==> src/rtl/duc_pkg.sv <==
// constants for the dac update control block
// assumes a 32-bit msb-first frame on the serial link
package duc_pkg;
  // ****************************************
  // frame layout
  // ****************************************
  localparam int unsigned FRAME_BITS = 32;
  localparam logic [5:0] LAST_BIT = 6'h1F;
  localparam int unsigned CMD_HI = 27;
  localparam int unsigned CMD_LO = 24;
  localparam int unsigned ADDR_HI = 23;
  localparam int unsigned ADDR_LO = 20;
  localparam int unsigned DATA_HI = 19;
  localparam int unsigned DATA_LO = 8;
  localparam int unsigned PD_HI = 9;
  localparam int unsigned PD_LO = 8;
  localparam int unsigned MASK_HI = 7;
  localparam int unsigned MASK_LO = 0;
  localparam int unsigned CLR_HI = 1;
  localparam int unsigned CLR_LO = 0;
  localparam int unsigned NUM_CH = 8;
  localparam int unsigned CODE_W = 12;

  // ****************************************
  // command codes
  // ****************************************
  localparam logic [3:0] CMD_WRITE_IN = 4'h0;
  localparam logic [3:0] CMD_UPDATE_N = 4'h1;
  localparam logic [3:0] CMD_WRITE_UPD_N = 4'h2;
  localparam logic [3:0] CMD_WRITE_UPD_ALL = 4'h3;
  localparam logic [3:0] CMD_PWRDN = 4'h4;
  localparam logic [3:0] CMD_CLR_CODE = 4'h5;
  localparam logic [3:0] CMD_OVERRIDE = 4'h6;
  localparam logic [3:0] ADDR_ALL = 4'hF;

  // ****************************************
  // clear codes and reset values
  // ****************************************
  localparam logic [1:0] CLR_ZERO = 2'h0;
  localparam logic [1:0] CLR_MID = 2'h1;
  localparam logic [1:0] CLR_FULL = 2'h2;
  localparam logic [1:0] CLR_NOP = 2'h3;
  localparam logic [11:0] CODE_ZERO = 12'h000;
  localparam logic [11:0] CODE_MID = 12'h800;
  localparam logic [11:0] CODE_FULL = 12'hFFF;
  localparam logic [1:0] PD_NORMAL = 2'h0;
  localparam logic [1:0] PD_1K = 2'h1;
  localparam logic [1:0] PD_100K = 2'h2;
  localparam logic [1:0] PD_TRISTATE = 2'h3;
  localparam logic [7:0] OVERRIDE_RST = 8'h00;
  localparam logic [1:0] CLR_SEL_RST = 2'h0;
  // idle levels of sclk, sync, data, load, clear
  localparam logic [4:0] PIN_IDLE = 5'h1B;

  // ****************************************
  // frame receiver states
  // ****************************************
  typedef enum logic [1:0] {
    ST_IDLE = 2'b00,
    ST_SHIFT = 2'b01,
    ST_DONE = 2'b11,
    ST_ABORT = 2'b10
  } duc_state_t;
endpackage : duc_pkg

==> src/rtl/duc_sync2.sv <==
// two-flop synchroniser for asynchronous pins
// assumes the pins idle at the given reset level
`timescale 1ns/1ps
`default_nettype none
module duc_sync2 #(
  parameter int unsigned W = 1,
  parameter logic [W-1:0] INIT = '0
) (
  // clock and reset
  input wire logic clk,
  input wire logic rstN,
  // data
  input wire logic [W-1:0] d,
  output logic [W-1:0] q
);
  logic [W-1:0] meta_q;
  logic [W-1:0] meta_d;
  logic [W-1:0] q_d;

  always_comb begin
    meta_d = d;
    q_d = meta_q;
  end

  always_ff @(posedge clk or negedge rstN) begin
    if (!rstN) begin
      meta_q <= INIT;
      q <= INIT;
    end else begin
      meta_q <= meta_d;
      q <= q_d;
    end
  end
endmodule : duc_sync2
`default_nettype wire

==> src/rtl/duc_update_ctrl.sv <==
// dac command decode and load-update control for one group of eight channels
// assumes pins are asynchronous to ref_clk and the serial clock is far slower
`timescale 1ns/1ps
`default_nettype none
module duc_update_ctrl (
  // clock and reset
  input wire logic ref_clk,
  input wire logic reset_n,
  // serial link
  input wire logic dac_serial_clock,
  input wire logic dac_frame_sync_n,
  input wire logic dac_serial_data,
  // control pins
  input wire logic load_update_n,
  input wire logic async_clear_n,
  // channel state
  output logic [7:0][11:0] inputCode,
  output logic [7:0][11:0] dacCode,
  output logic [7:0][1:0] pwrdnMode,
  output logic clearActive
);
  // ****************************************
  // pin synchronisers
  // ****************************************
  logic [4:0] pinsS;
  logic sclkS;
  logic syncNS;
  logic dinS;
  logic ldacNS;
  logic clrNS;

  duc_sync2 #(
    .W(5),
    .INIT(duc_pkg::PIN_IDLE)
  ) uSync (
    .clk(ref_clk),
    .rstN(reset_n),
    .d({dac_serial_clock, dac_frame_sync_n, dac_serial_data, load_update_n, async_clear_n}),
    .q(pinsS)
  );

  assign {sclkS, syncNS, dinS, ldacNS, clrNS} = pinsS;

  // ****************************************
  // edge detection
  // ****************************************
  logic sclkPrev_q;
  logic syncPrev_q;
  logic ldacPrev_q;
  logic clrPrev_q;
  logic sclkFall;
  logic syncRise;
  logic ldacFall;
  logic clrFall;

  always_ff @(posedge ref_clk or negedge reset_n) begin
    if (!reset_n) begin
      sclkPrev_q <= 1'b1;
      syncPrev_q <= 1'b1;
      ldacPrev_q <= 1'b1;
      clrPrev_q <= 1'b1;
    end else begin
      sclkPrev_q <= sclkS;
      syncPrev_q <= syncNS;
      ldacPrev_q <= ldacNS;
      clrPrev_q <= clrNS;
    end
  end

  assign sclkFall = sclkPrev_q & ~sclkS;
  assign syncRise = ~syncPrev_q & syncNS;
  assign ldacFall = ldacPrev_q & ~ldacNS;
  assign clrFall = clrPrev_q & ~clrNS;

  // ****************************************
  // frame receiver
  // ****************************************
  duc_pkg::duc_state_t state_q;
  duc_pkg::duc_state_t state_d;
  logic [5:0] bitCnt_q;
  logic [5:0] bitCnt_d;
  logic [31:0] shift_q;
  logic [31:0] shift_d;
  logic [31:0] frameWord;
  logic exec;

  assign frameWord = {shift_q[30:0], dinS};

  always_comb begin
    state_d = state_q;
    bitCnt_d = bitCnt_q;
    shift_d = shift_q;
    exec = 1'b0;
    case (state_q)
      duc_pkg::ST_IDLE: begin
        bitCnt_d = '0;
        if (!syncNS) begin
          state_d = duc_pkg::ST_SHIFT;
        end
      end
      duc_pkg::ST_SHIFT: begin
        if (syncNS) begin
          state_d = duc_pkg::ST_IDLE;
          bitCnt_d = '0;
          shift_d = '0;
        end else if (sclkFall) begin
          shift_d = frameWord;
          bitCnt_d = bitCnt_q + 6'h01;
          if (bitCnt_q == duc_pkg::LAST_BIT) begin
            exec = 1'b1;
            state_d = duc_pkg::ST_DONE;
          end
        end
      end
      duc_pkg::ST_DONE, duc_pkg::ST_ABORT: begin
        if (syncNS) begin
          state_d = duc_pkg::ST_IDLE;
        end
      end
      default: begin
        state_d = duc_pkg::ST_IDLE;
      end
    endcase
    if (clrFall) begin
      exec = 1'b0;
      bitCnt_d = '0;
      shift_d = '0;
      state_d = syncNS ? duc_pkg::ST_IDLE : duc_pkg::ST_ABORT;
    end
  end

  always_ff @(posedge ref_clk or negedge reset_n) begin
    if (!reset_n) begin
      state_q <= duc_pkg::ST_IDLE;
      bitCnt_q <= '0;
      shift_q <= '0;
    end else begin
      state_q <= state_d;
      bitCnt_q <= bitCnt_d;
      shift_q <= shift_d;
    end
  end

  // ****************************************
  // frame fields
  // ****************************************
  logic [3:0] cmd;
  logic [3:0] addr;
  logic [11:0] data;
  logic [1:0] pdBits;
  logic [7:0] chMask;
  logic [1:0] clrBits;
  logic isWrite;
  logic [7:0] addrSel;

  assign cmd = frameWord[duc_pkg::CMD_HI:duc_pkg::CMD_LO];
  assign addr = frameWord[duc_pkg::ADDR_HI:duc_pkg::ADDR_LO];
  assign data = frameWord[duc_pkg::DATA_HI:duc_pkg::DATA_LO];
  assign pdBits = frameWord[duc_pkg::PD_HI:duc_pkg::PD_LO];
  assign chMask = frameWord[duc_pkg::MASK_HI:duc_pkg::MASK_LO];
  assign clrBits = frameWord[duc_pkg::CLR_HI:duc_pkg::CLR_LO];
  assign isWrite = (cmd == duc_pkg::CMD_WRITE_IN) || (cmd == duc_pkg::CMD_WRITE_UPD_N)
                   || (cmd == duc_pkg::CMD_WRITE_UPD_ALL);

  always_comb begin
    for (int i = 0; i < duc_pkg::NUM_CH; i++) begin
      addrSel[i] = (addr == duc_pkg::ADDR_ALL) || (addr == 4'(i));
    end
  end

  // ****************************************
  // channel registers
  // ****************************************
  logic [7:0][11:0] inReg_q;
  logic [7:0][11:0] inReg_d;
  logic [7:0][11:0] dacReg_q;
  logic [7:0][11:0] dacReg_d;
  logic [7:0][1:0] pdMode_q;
  logic [7:0][1:0] pdMode_d;
  logic [7:0] override_q;
  logic [7:0] override_d;
  logic [1:0] clrSel_q;
  logic [1:0] clrSel_d;
  logic clearMode_q;
  logic clearMode_d;
  logic [11:0] clrCode;

  always_comb begin
    case (clrSel_q)
      duc_pkg::CLR_ZERO: clrCode = duc_pkg::CODE_ZERO;
      duc_pkg::CLR_MID: clrCode = duc_pkg::CODE_MID;
      duc_pkg::CLR_FULL: clrCode = duc_pkg::CODE_FULL;
      default: clrCode = duc_pkg::CODE_ZERO;
    endcase
  end

  always_comb begin
    inReg_d = inReg_q;
    dacReg_d = dacReg_q;
    pdMode_d = pdMode_q;
    override_d = override_q;
    clrSel_d = clrSel_q;
    clearMode_d = clearMode_q;
    if (exec) begin
      case (cmd)
        duc_pkg::CMD_WRITE_IN, duc_pkg::CMD_WRITE_UPD_N, duc_pkg::CMD_WRITE_UPD_ALL: begin
          for (int i = 0; i < duc_pkg::NUM_CH; i++) begin
            if (addrSel[i]) begin
              inReg_d[i] = data;
              if (!ldacNS || override_q[i] || (cmd == duc_pkg::CMD_WRITE_UPD_N)) begin
                dacReg_d[i] = data;
              end
            end
          end
          if (cmd == duc_pkg::CMD_WRITE_UPD_ALL) begin
            dacReg_d = inReg_d;
          end
          clearMode_d = 1'b0;
        end
        duc_pkg::CMD_UPDATE_N: begin
          for (int i = 0; i < duc_pkg::NUM_CH; i++) begin
            if (addrSel[i]) begin
              dacReg_d[i] = inReg_q[i];
            end
          end
        end
        duc_pkg::CMD_PWRDN: begin
          for (int i = 0; i < duc_pkg::NUM_CH; i++) begin
            if (chMask[i]) begin
              pdMode_d[i] = pdBits;
            end
          end
        end
        duc_pkg::CMD_CLR_CODE: begin
          clrSel_d = clrBits;
        end
        duc_pkg::CMD_OVERRIDE: begin
          override_d = chMask;
        end
        default: begin
        end
      endcase
    end
    if (ldacFall) begin
      dacReg_d = inReg_d;
    end
    if (clrFall && (clrSel_q != duc_pkg::CLR_NOP)) begin
      for (int i = 0; i < duc_pkg::NUM_CH; i++) begin
        inReg_d[i] = clrCode;
        dacReg_d[i] = clrCode;
      end
      clearMode_d = 1'b1;
    end
  end

  always_ff @(posedge ref_clk or negedge reset_n) begin
    if (!reset_n) begin
      inReg_q <= '0;
      dacReg_q <= '0;
      pdMode_q <= '0;
      override_q <= duc_pkg::OVERRIDE_RST;
      clrSel_q <= duc_pkg::CLR_SEL_RST;
      clearMode_q <= 1'b0;
    end else begin
      inReg_q <= inReg_d;
      dacReg_q <= dacReg_d;
      pdMode_q <= pdMode_d;
      override_q <= override_d;
      clrSel_q <= clrSel_d;
      clearMode_q <= clearMode_d;
    end
  end

  assign inputCode = inReg_q;
  assign dacCode = dacReg_q;
  assign pwrdnMode = pdMode_q;
  assign clearActive = clearMode_q;

  // ****************************************
  // assertions
  // ****************************************
  logic [7:0][1:0] pdKeep;

  always_comb begin
    for (int i = 0; i < duc_pkg::NUM_CH; i++) begin
      pdKeep[i] = chMask[i] ? 2'h0 : 2'h3;
    end
  end
endmodule : duc_update_ctrl
`default_nettype wire

==> config.mk <==
export PLATFORM = sky130hd
export DESIGN_NAME = duc_update_ctrl
export DESIGN_NICKNAME = d
export VERILOG_FILES = /design/src/rtl/duc_pkg.sv /design/src/rtl/duc_sync2.sv /design/src/rtl/duc_update_ctrl.sv
export SDC_FILE = /design/constraint.sdc
export NUM_CORES = 1
export LEC_CHECK = 0
export BUFFER_PORTS_ARGS = -buffer_cell sky130_fd_sc_hd__buf_4
export CAP_MARGIN = 20
export CORE_MARGIN = 3
export CORE_UTILIZATION = 40
export DETAILED_ROUTE_END_ITERATION = 16
export PLACE_DENSITY = 0.61
export SLEW_MARGIN = 20
export SYNTH_ARGS = -nofsm -noshare
export SYNTH_HDL_FRONTEND = slang
export SYNTH_HIERARCHICAL = 1
export SYNTH_SLANG_ARGS = --single-unit
export TNS_END_PERCENT = 100
==> constraint.sdc <==
create_clock -name ref_clk -period 2.7 [get_ports ref_clk]
set_input_delay 0.135 -clock ref_clk [delete_from_list [all_inputs] [get_ports ref_clk]]
set_output_delay 0.135 -clock ref_clk [all_outputs]
set_load 0.01 [all_outputs]
==> metrics.log, run 1 <==
[metrics] status: finished, final reports clean
[metrics] kind of end point of the critical path: register
[metrics] netlist area before placement: 13,400 um2
[metrics] Reg clk slew, reported paths: 0.06 ns
[metrics] post-synth top area share: 0.478
[metrics] routed vias/inst: 6.07
[metrics] maxcap violations: 0
[metrics] Worst slew margin: 0.312
[metrics] count of final setup violators: 0
[metrics] largest fanout on the critical path: 11
[metrics] Total Routing Usage GR: 0.251
[metrics] 1st-iter DRT viols: 1,033
[metrics] final number of hold-violating endpoints: 0
[metrics] latest clock arrival within the worst-skew pair: 0.56 ns
[metrics] proportion of power drawn by combinational gates: 0.171
[metrics] share of total power consumed by net switching: 0.269
[metrics] total of buffers placed on input and output ports: 215
[metrics] path category of the worst min-delay check: in2async
[metrics] Worst Tran Pin Value: 1.03 ns
[metrics] Worst VDD drop: 0.477 mV
[metrics] remaining routing DRC violations: 0
[metrics] antenna violations before repair: 0
[metrics] sort of element at the start of the critical path: register
[metrics] Chip Width: 189 um
[metrics] Final TNS setup: 0 ns
[metrics] initial cell density of the core: 0.409
[metrics] buffer type at the clock tree root: sky130_fd_sc_hd__clkbuf_16
[metrics] data arrival time at the worst-slack endpoint: 2.98 ns
[metrics] Unique masters post-synth: 60
[metrics] GRT overflow: 0
[metrics] GPL Wtd Cong: 0.982
[metrics] number of max-slew violations in the final report: 0
[metrics] die height: 189 um
[metrics] proportion of synthesized flip-flops having asynchronous set or reset: 1.00
[metrics] Net Count, Synth: 1,351
[metrics] placeable core region: 32,800 um2
[metrics] Yosys warnings: 6
[metrics] wire per inst: 23.1 um
[metrics] area overhead of the layout relative to synthesis: 26.7%
[metrics] sum of routed wire length over all layers: 46,200 um
[metrics] register bit count reported by yosys: 267
[metrics] number of flops mapped to enable cells by yosys: 0
[metrics] Critical Path RT: 3.12 ns
[metrics] maximum level of the CTS H-tree: 1
[metrics] setup bufs post-CTS: 0
[metrics] part of the power in registers: 0.430
[metrics] Primary FF master, synth: sky130_fd_sc_hd__dfrtp_1
[metrics] Int Pwr: 8.29 mW
[metrics] Reg2Reg Depth: 7
[metrics] largest area contributor in the netlist: sky130_fd_sc_hd__dfrtp_1
[metrics] fraction of final layout cells with drive strength greater than 1: 0.261
[metrics] layout net count: 1,543
[metrics] TritonCTS Sinks: 267
[metrics] most area-consuming cells after synthesis: sky130_fd_sc_hd__dfrtp_1 (48%), sky130_fd_sc_hd__mux2i_1 (8.1%), sky130_fd_sc_hd__o21ai_0 (3.6%)
[metrics] largest net degree at the start of global routing: 98
[metrics] vias in the first global route: 11,774
[metrics] RSZ-0062 raised after global routing: no
[metrics] setup skew after layout: 0.0110 ns
[metrics] Die Footprint: 35,800 um2
[metrics] final critical delay including setup and external delays: 2.55 ns
[metrics] Reg-to-Reg Start: clrSel_q[1]
[metrics] number of top-level design ports: 216
[metrics] internal reg-to-reg setup slack: 0.15 ns
[metrics] endpoint of the lowest-slack register-to-register path: dacCode[4]
[metrics] CTS max path bufs: 3
[metrics] placement row count: 66
[metrics] final period utilization: 0.946
[metrics] CTS tree: built
[metrics] per-instance average area after synthesis: 10.0 um2
[metrics] wire length of the first global-routing pass: 71,400 um
[metrics] Cell Pwr Density: 668 nW/um2
[metrics] count of antenna diodes in the layout: 0
[metrics] cell count after synthesis: 1,341
[metrics] FMAX: 392 MHz
[metrics] clock share of power: 0.400
[metrics] sequential area share after synthesis: 0.499
[metrics] Switching Power: 3.06 mW
[metrics] number of buffers created by CTS: 30
[metrics] DR pass1 iterations: 5
[metrics] overall via count from detail_route: 12,121
[metrics] Placement Cell Area: 15,800 um2
[metrics] final standard cell area without fillers: 17,000 um2
[metrics] post-route antenna net violation count: 0
[metrics] total leakage power: 8.26 nW
[metrics] detailed placement HPWL: 30,200 um
[metrics] class of the most critical setup path: reg2reg
-- per-stage QoR --
stage                     power, mW  hold WS (ns)  setup slack (ns)   util  std cells
after floorplan                5.70        -0.161             0.354      -       1341
after global placement         6.84         0.173            0.0374  0.482       1937
after detailed placement       6.88         0.173            0.0392  0.482       1937
after CTS                      11.4         0.189            0.0360  0.518       1998
after global routing           11.8         0.211           0.00759  0.518       1998
final                          11.3         0.152             0.147  0.518       1998
-- routing by layer --
layer | vias to the layer above | routed length, um | GRT usage
met4 | 0 | 1830 | 0.0911
met1 | 6080 | 20100 | 0.352
met3 | 109 | 3300 | 0.0472
met2 | 533 | 21000 | 0.389
li1 | 5399 | - | -
met5 | - | 0 | 0.00412
-- synthesized netlist by cell type (4+ instances only) --
cell type and number:
sky130_fd_sc_hd__nor3_1 6, sky130_fd_sc_hd__mux2_2 19, sky130_fd_sc_hd__o211ai_1 11, sky130_fd_sc_hd__o32a_1 33, sky130_fd_sc_hd__mux2i_1 109, sky130_fd_sc_hd__o22ai_1 41
sky130_fd_sc_hd__nand2_1 93, sky130_fd_sc_hd__o21ai_0 97, sky130_fd_sc_hd__and3_1 26, sky130_fd_sc_hd__nand4_1 9, sky130_fd_sc_hd__o31ai_1 4, sky130_fd_sc_hd__nand2b_1 7
sky130_fd_sc_hd__dfstp_2 11, sky130_fd_sc_hd__a41o_1 11, sky130_fd_sc_hd__clkbuf_1 110, sky130_fd_sc_hd__a31oi_1 19, sky130_fd_sc_hd__buf_2 22, sky130_fd_sc_hd__buf_1 13
sky130_fd_sc_hd__o221ai_1 45, sky130_fd_sc_hd__nor2b_1 10, sky130_fd_sc_hd__mux2_1 8, sky130_fd_sc_hd__a2bb2oi_1 12, sky130_fd_sc_hd__a311oi_1 12, sky130_fd_sc_hd__a21o_1 5
sky130_fd_sc_hd__inv_1 6, sky130_fd_sc_hd__dfrtp_1 256, sky130_fd_sc_hd__o21a_1 34, sky130_fd_sc_hd__nand3_1 58, sky130_fd_sc_hd__o22a_1 24, sky130_fd_sc_hd__nor2_1 85
sky130_fd_sc_hd__or3_1 7, sky130_fd_sc_hd__a21oi_1 93
-- worst max path at each step --
stage | from | end | cells past startpoint
CTS | sclkPrev_q | dacCode[71] | 6
global placement | sclkPrev_q | dacCode[71] | 7
detailed placement | sclkPrev_q | dacCode[71] | 6
floorplan | clrSel_q[0] | dacCode[85] | 8
global route | sclkPrev_q | override_q[3] | 6
finish | clrSel_q[1] | dacCode[4] | 7
-- flip-flops by register name, summed over array words and instances (netlist names), 2 cells and up --
name and cells:
bitCnt_q 6, clrSel_q 2, dacCode 96, inputCode 96, override_q 8, pwrdnMode 16
shift_q 27, state_q 2, uSync/meta_q 5, uSync/q 5
-- layout make-up --
type / count / area, um2
Tap cell: 442 / 553
Clock buffer: 41 / 883
Fill cell: 3005 / 15800
Timing Repair Buffer: 308 / 2460
Clock inverter: 14 / 228
Sequential cell: 267 / 6700
Inverter: 7 / 26.3
Multi-Input combinational cell: 919 / 6140
-- worst max-delay path, cell delays in order, from the launching register on --
cell	delay [ns]
sky130_fd_sc_hd__dfrtp_1	0.41
sky130_fd_sc_hd__ha_1	0.22
sky130_fd_sc_hd__or3b_4	0.43
sky130_fd_sc_hd__nand4_1	0.24
sky130_fd_sc_hd__o22ai_1	0.14
sky130_fd_sc_hd__or3_1	0.53
sky130_fd_sc_hd__a311oi_1	0.35
sky130_fd_sc_hd__a21oi_1	0.11
-- cells in the final DEF, fill, tap and decap left out, types with 4 or more instances in the layout --
master	count
sky130_fd_sc_hd__a21o_1	5
sky130_fd_sc_hd__a21oi_1	93
sky130_fd_sc_hd__a2bb2oi_1	12
sky130_fd_sc_hd__a311oi_1	12
sky130_fd_sc_hd__a31oi_1	18
sky130_fd_sc_hd__a41o_1	11
sky130_fd_sc_hd__and3_1	26
sky130_fd_sc_hd__buf_12	10
sky130_fd_sc_hd__buf_4	291
sky130_fd_sc_hd__bufinv_16	6
sky130_fd_sc_hd__clkbuf_16	31
sky130_fd_sc_hd__clkbuf_8	7
sky130_fd_sc_hd__clkinv_2	5
sky130_fd_sc_hd__dfrtp_1	254
sky130_fd_sc_hd__dfstp_2	11
sky130_fd_sc_hd__dlygate4sd3_1	6
sky130_fd_sc_hd__inv_1	6
sky130_fd_sc_hd__mux2_1	8
sky130_fd_sc_hd__mux2_2	19
sky130_fd_sc_hd__mux2i_1	108
sky130_fd_sc_hd__nand2_1	92
sky130_fd_sc_hd__nand2b_1	7
sky130_fd_sc_hd__nand3_1	58
sky130_fd_sc_hd__nand4_1	9
sky130_fd_sc_hd__nor2_1	82
sky130_fd_sc_hd__nor2b_1	10
sky130_fd_sc_hd__nor3_1	6
sky130_fd_sc_hd__o211ai_1	11
sky130_fd_sc_hd__o21a_1	34
sky130_fd_sc_hd__o21ai_0	97
sky130_fd_sc_hd__o221ai_1	45
sky130_fd_sc_hd__o22a_1	24
sky130_fd_sc_hd__o22ai_1	41
sky130_fd_sc_hd__o31ai_1	4
sky130_fd_sc_hd__o32a_1	33
sky130_fd_sc_hd__or3_1	7
-- power by group through the flow --
stage	combinational, mW	clock, mW	sequential, mW
after global routing	2.11	4.78	4.93
final	1.94	4.53	4.87
after floorplan	0.670	0	5.03
after global placement	1.91	0	4.94
after detailed placement	1.94	0	4.93
after CTS	1.96	4.62	4.87
-- logic make-up after synthesis --
logic type / Yosys count / synth area share
DFF: 267 / 0.499
muxes: 136 / 0.104
xor gates and xnor gates: 2 / 0.00131
adders and majority gates: 3 / 0.00280
buffers and inverters: 155 / 0.0465
and+or+nand+nor: 326 / 0.117
AOI/OAI and AO/OA: 452 / 0.229
-- repair_timing --
| action | 4_1_cts | 5_1_grt |
|---|---|---|
| hold buffers | 6 | 0 |
| hold endpoints to repair | 76 | 0 |
| resized for setup | 0 | 8 |
| setup endpoints to repair | 0 | 70 |
(Power assumes the default switching activity.)
==> run 2, diff against run 1 <==
PLACE_DENSITY = unset   (was 0.61)
SETUP_SLACK_MARGIN = 0.1   (was unset)
==> run 2 against run 1 <==
Effect of this change:
- global-route usage decreased by 0.46 points
- count of clock-buffer cells in the layout is 5 higher
- power decreased by 5.5%
- combinational power about the same
- sequential power barely moved
- clock power shrank 13%
- clock skew down 0.00093 ns
- non-clock buffer count rose by 2
- design area fell by 0.44%
- register-to-register slack improved by 0.04 ns
- largest cell class unchanged
- largest power group unchanged
==> metrics.log, run 2 (synthesized netlist as in run 1, its figures left out) <==
[metrics] worst-case setup margin in the final layout: 0.186 ns (+0.0393 ns)
[metrics] Reg-to-Reg Start: bitCnt_q[0]
[metrics] maximum level of the CTS H-tree: 1 (unchanged)
[metrics] fraction of final layout cells with drive strength greater than 1: 0.260 (-0.000810)
[metrics] number of top-level design ports: 216 (unchanged)
[metrics] GRT overflow: 0 (unchanged)
[metrics] FMAX: 398 MHz (+1.6%)
[metrics] utilization of the core after routing: 0.516 (-0.00229)
[metrics] number of max-slew violations in the final report: 0 (unchanged)
[metrics] Cell Pwr Density: 634 nW/um2 (-5.1%)
[metrics] remaining routing DRC violations: 0 (unchanged)
[metrics] vias in the first global route: 11,591 (-1.6%)
[metrics] maxcap violations: 0 (unchanged)
[metrics] overall via count from detail_route: 11,746 (-3.1%)
[metrics] Worst VDD drop: 0.468 mV (-1.8%)
[metrics] path category of the worst min-delay check: in2async
[metrics] CTS max path bufs: 3 (unchanged)
[metrics] data arrival time at the worst-slack endpoint: 3.00 ns (+0.02 ns)
[metrics] class of the most critical setup path: reg2reg
[metrics] latest clock arrival within the worst-skew pair: 0.55 ns (about the same)
[metrics] setup skew after layout: 0.0100 ns (-0.000932 ns)
[metrics] DR pass1 iterations: 6 (+1)
[metrics] Switching Power: 2.98 mW (-2.6%)
[metrics] final number of hold-violating endpoints: 0 (unchanged)
[metrics] placeable core region: 32,800 um2 (unchanged)
[metrics] launch point of the critical path: bitCnt_q[0]
[metrics] sum of routed wire length over all layers: 45,200 um (-2.3%)
[metrics] Reg clk slew, reported paths: 0.06 ns (about the same)
[metrics] Die Footprint: 35,800 um2 (unchanged)
[metrics] TritonCTS Sinks: 267 (unchanged)
[metrics] initial cell density of the core: 0.409 (unchanged)
[metrics] total power consumption of the routed design: 10.7 mW (-5.5%)
[metrics] layout net count: 1,544 (+0.065%)
[metrics] status: finished, final reports clean
[metrics] proportion of power drawn by combinational gates: 0.181 (+0.010)
[metrics] total of buffers placed on input and output ports: 215 (unchanged)
[metrics] total leakage power: 8.23 nW (-0.36%)
[metrics] number of buffers created by CTS: 29 (-3.3%)
[metrics] area overhead of the layout relative to synthesis: 26.1%
[metrics] die height: 189 um (unchanged)
[metrics] antenna violations before repair: 0 (unchanged)
[metrics] CTS tree: built
[metrics] detailed placement HPWL: 29,900 um (-1.1%)
[metrics] wire length of the first global-routing pass: 70,100 um (-1.8%)
[metrics] Worst Tran Pin Value: 1.09 ns (+0.0541 ns)
[metrics] placement row count: 66 (unchanged)
[metrics] routed vias/inst: 5.88 (-3.1%)
[metrics] Critical Path RT: 3.19 ns (+0.07 ns)
[metrics] share of total power consumed by net switching: 0.278 (+0.00841)
[metrics] GPL Wtd Cong: 0.935 (-4.7%)
[metrics] count of final setup violators: 0 (unchanged)
[metrics] Int Pwr: 7.74 mW (-6.6%)
[metrics] post-route antenna net violation count: 0 (unchanged)
[metrics] commonest cells after routing, fill and taps aside: sky130_fd_sc_hd__buf_4 (288), sky130_fd_sc_hd__dfrtp_1 (256), sky130_fd_sc_hd__mux2i_1 (109)
[metrics] Total Routing Usage GR: 0.246 (-0.00462)
[metrics] clock share of power: 0.366 (-0.034)
[metrics] RSZ-0062 raised after global routing: no
[metrics] most common cell after layout, fill and taps aside: sky130_fd_sc_hd__buf_4
[metrics] largest net degree at the start of global routing: 84 (-14%)
[metrics] Worst slew margin: 0.276 (-0.0361)
[metrics] Chip Width: 189 um (unchanged)
[metrics] final critical delay including setup and external delays: 2.51 ns (-0.0393 ns)
[metrics] buffer type at the clock tree root: sky130_fd_sc_hd__clkbuf_16
[metrics] part of the power in registers: 0.453 (+0.023)
[metrics] count of antenna diodes in the layout: 0 (unchanged)
[metrics] sort of element at the start of the critical path: register
[metrics] largest fanout on the critical path: 12 (+1)
[metrics] number of instances in the placed design: 1,939 (+0.10%)
[metrics] filler-free cell count of the finished design: 1,999 (+0.050%)
[metrics] kind of end point of the critical path: register
[metrics] worst-case setup slack after placement: -0.0270 ns (-0.0662 ns)
[metrics] wire per inst: 22.6 um (-2.3%)
[metrics] 1st-iter DRT viols: 1,024 (-0.87%)
[metrics] final period utilization: 0.931 (-0.0146)
[metrics] setup bufs post-CTS: 0 (unchanged)
==> run 2: worst paths after layout <==
kind / slack (ns) / to / cells after the start
hold reg to reg: 0.36 / uSync/q[3] / 0
setup reg to reg: 0.19 / dacCode[33] / 8
setup / recovery: 0.19 / dacCode[33] / 8
max in group asynchronous: 1.77 / inputCode[51] / 3
hold / removal: 0.11 / dacCode[2] / 2
min in group ref_clk: 0.23 / uSync/meta_q[1] / 2
==> run 2: cell type report <==
| type | instances | area, um2 |
|---|---|---|
| well taps | 442 | 553 |
| repair buffers | 310 | 2530 |
| multi-input cells | 919 | 6170 |
| inverters | 7 | 26.3 |
| flip-flops and latches | 267 | 6700 |
| clock buffers | 46 | 870 |
| clock inverters | 8 | 68.8 |
| fillers | 3046 | 15900 |
==> run 2: worst max-delay path: stages (launching register included) <==
cell	delay [ns]
sky130_fd_sc_hd__dfrtp_1	0.39
sky130_fd_sc_hd__ha_2	0.23
sky130_fd_sc_hd__nand2_2	0.08
sky130_fd_sc_hd__or3_4	0.41
sky130_fd_sc_hd__or4_4	0.55
sky130_fd_sc_hd__buf_6	0.19
sky130_fd_sc_hd__mux2i_1	0.14
sky130_fd_sc_hd__o211ai_1	0.28
sky130_fd_sc_hd__o21a_1	0.17
==> run 2: power by group through the flow <==
stage	combinational [mW]	clock [mW]	sequential, mW
floorplan	0.670	0	5.03
global placement	1.92	0	4.92
detailed placement	1.95	0	4.92
CTS	1.97	4.01	4.85
global route	2.11	4.19	4.91
finish	1.94	3.93	4.85
==> run 2: what timing repair did <==
item,4_1_cts,5_1_grt
pin swaps,2,1
hold endpoints to repair,123,0
hold buffers,6,0
resized for setup,7,6
endpoints found under the setup margin,47,62
==> run 2: through the flow <==
step	cell area, um2	hold slack (ns)	setup TNS (ns)
after floorplan	13400	-0.161	0
after global placement	15900	0.0942	-6.13
after detailed placement	15900	0.0930	-0.166
after CTS	16900	0.106	0
after global routing	16900	0.139	0
final	16900	0.110	0
==> run 2: routing by layer <==
layer  up-vias  GRT usage  routed length, um
li1       5402          -                  -
met1      5847      0.352              20100
met2       421      0.381              20300
met3        76     0.0472               3260
met4         0     0.0768               1450
met5         -          0                  0
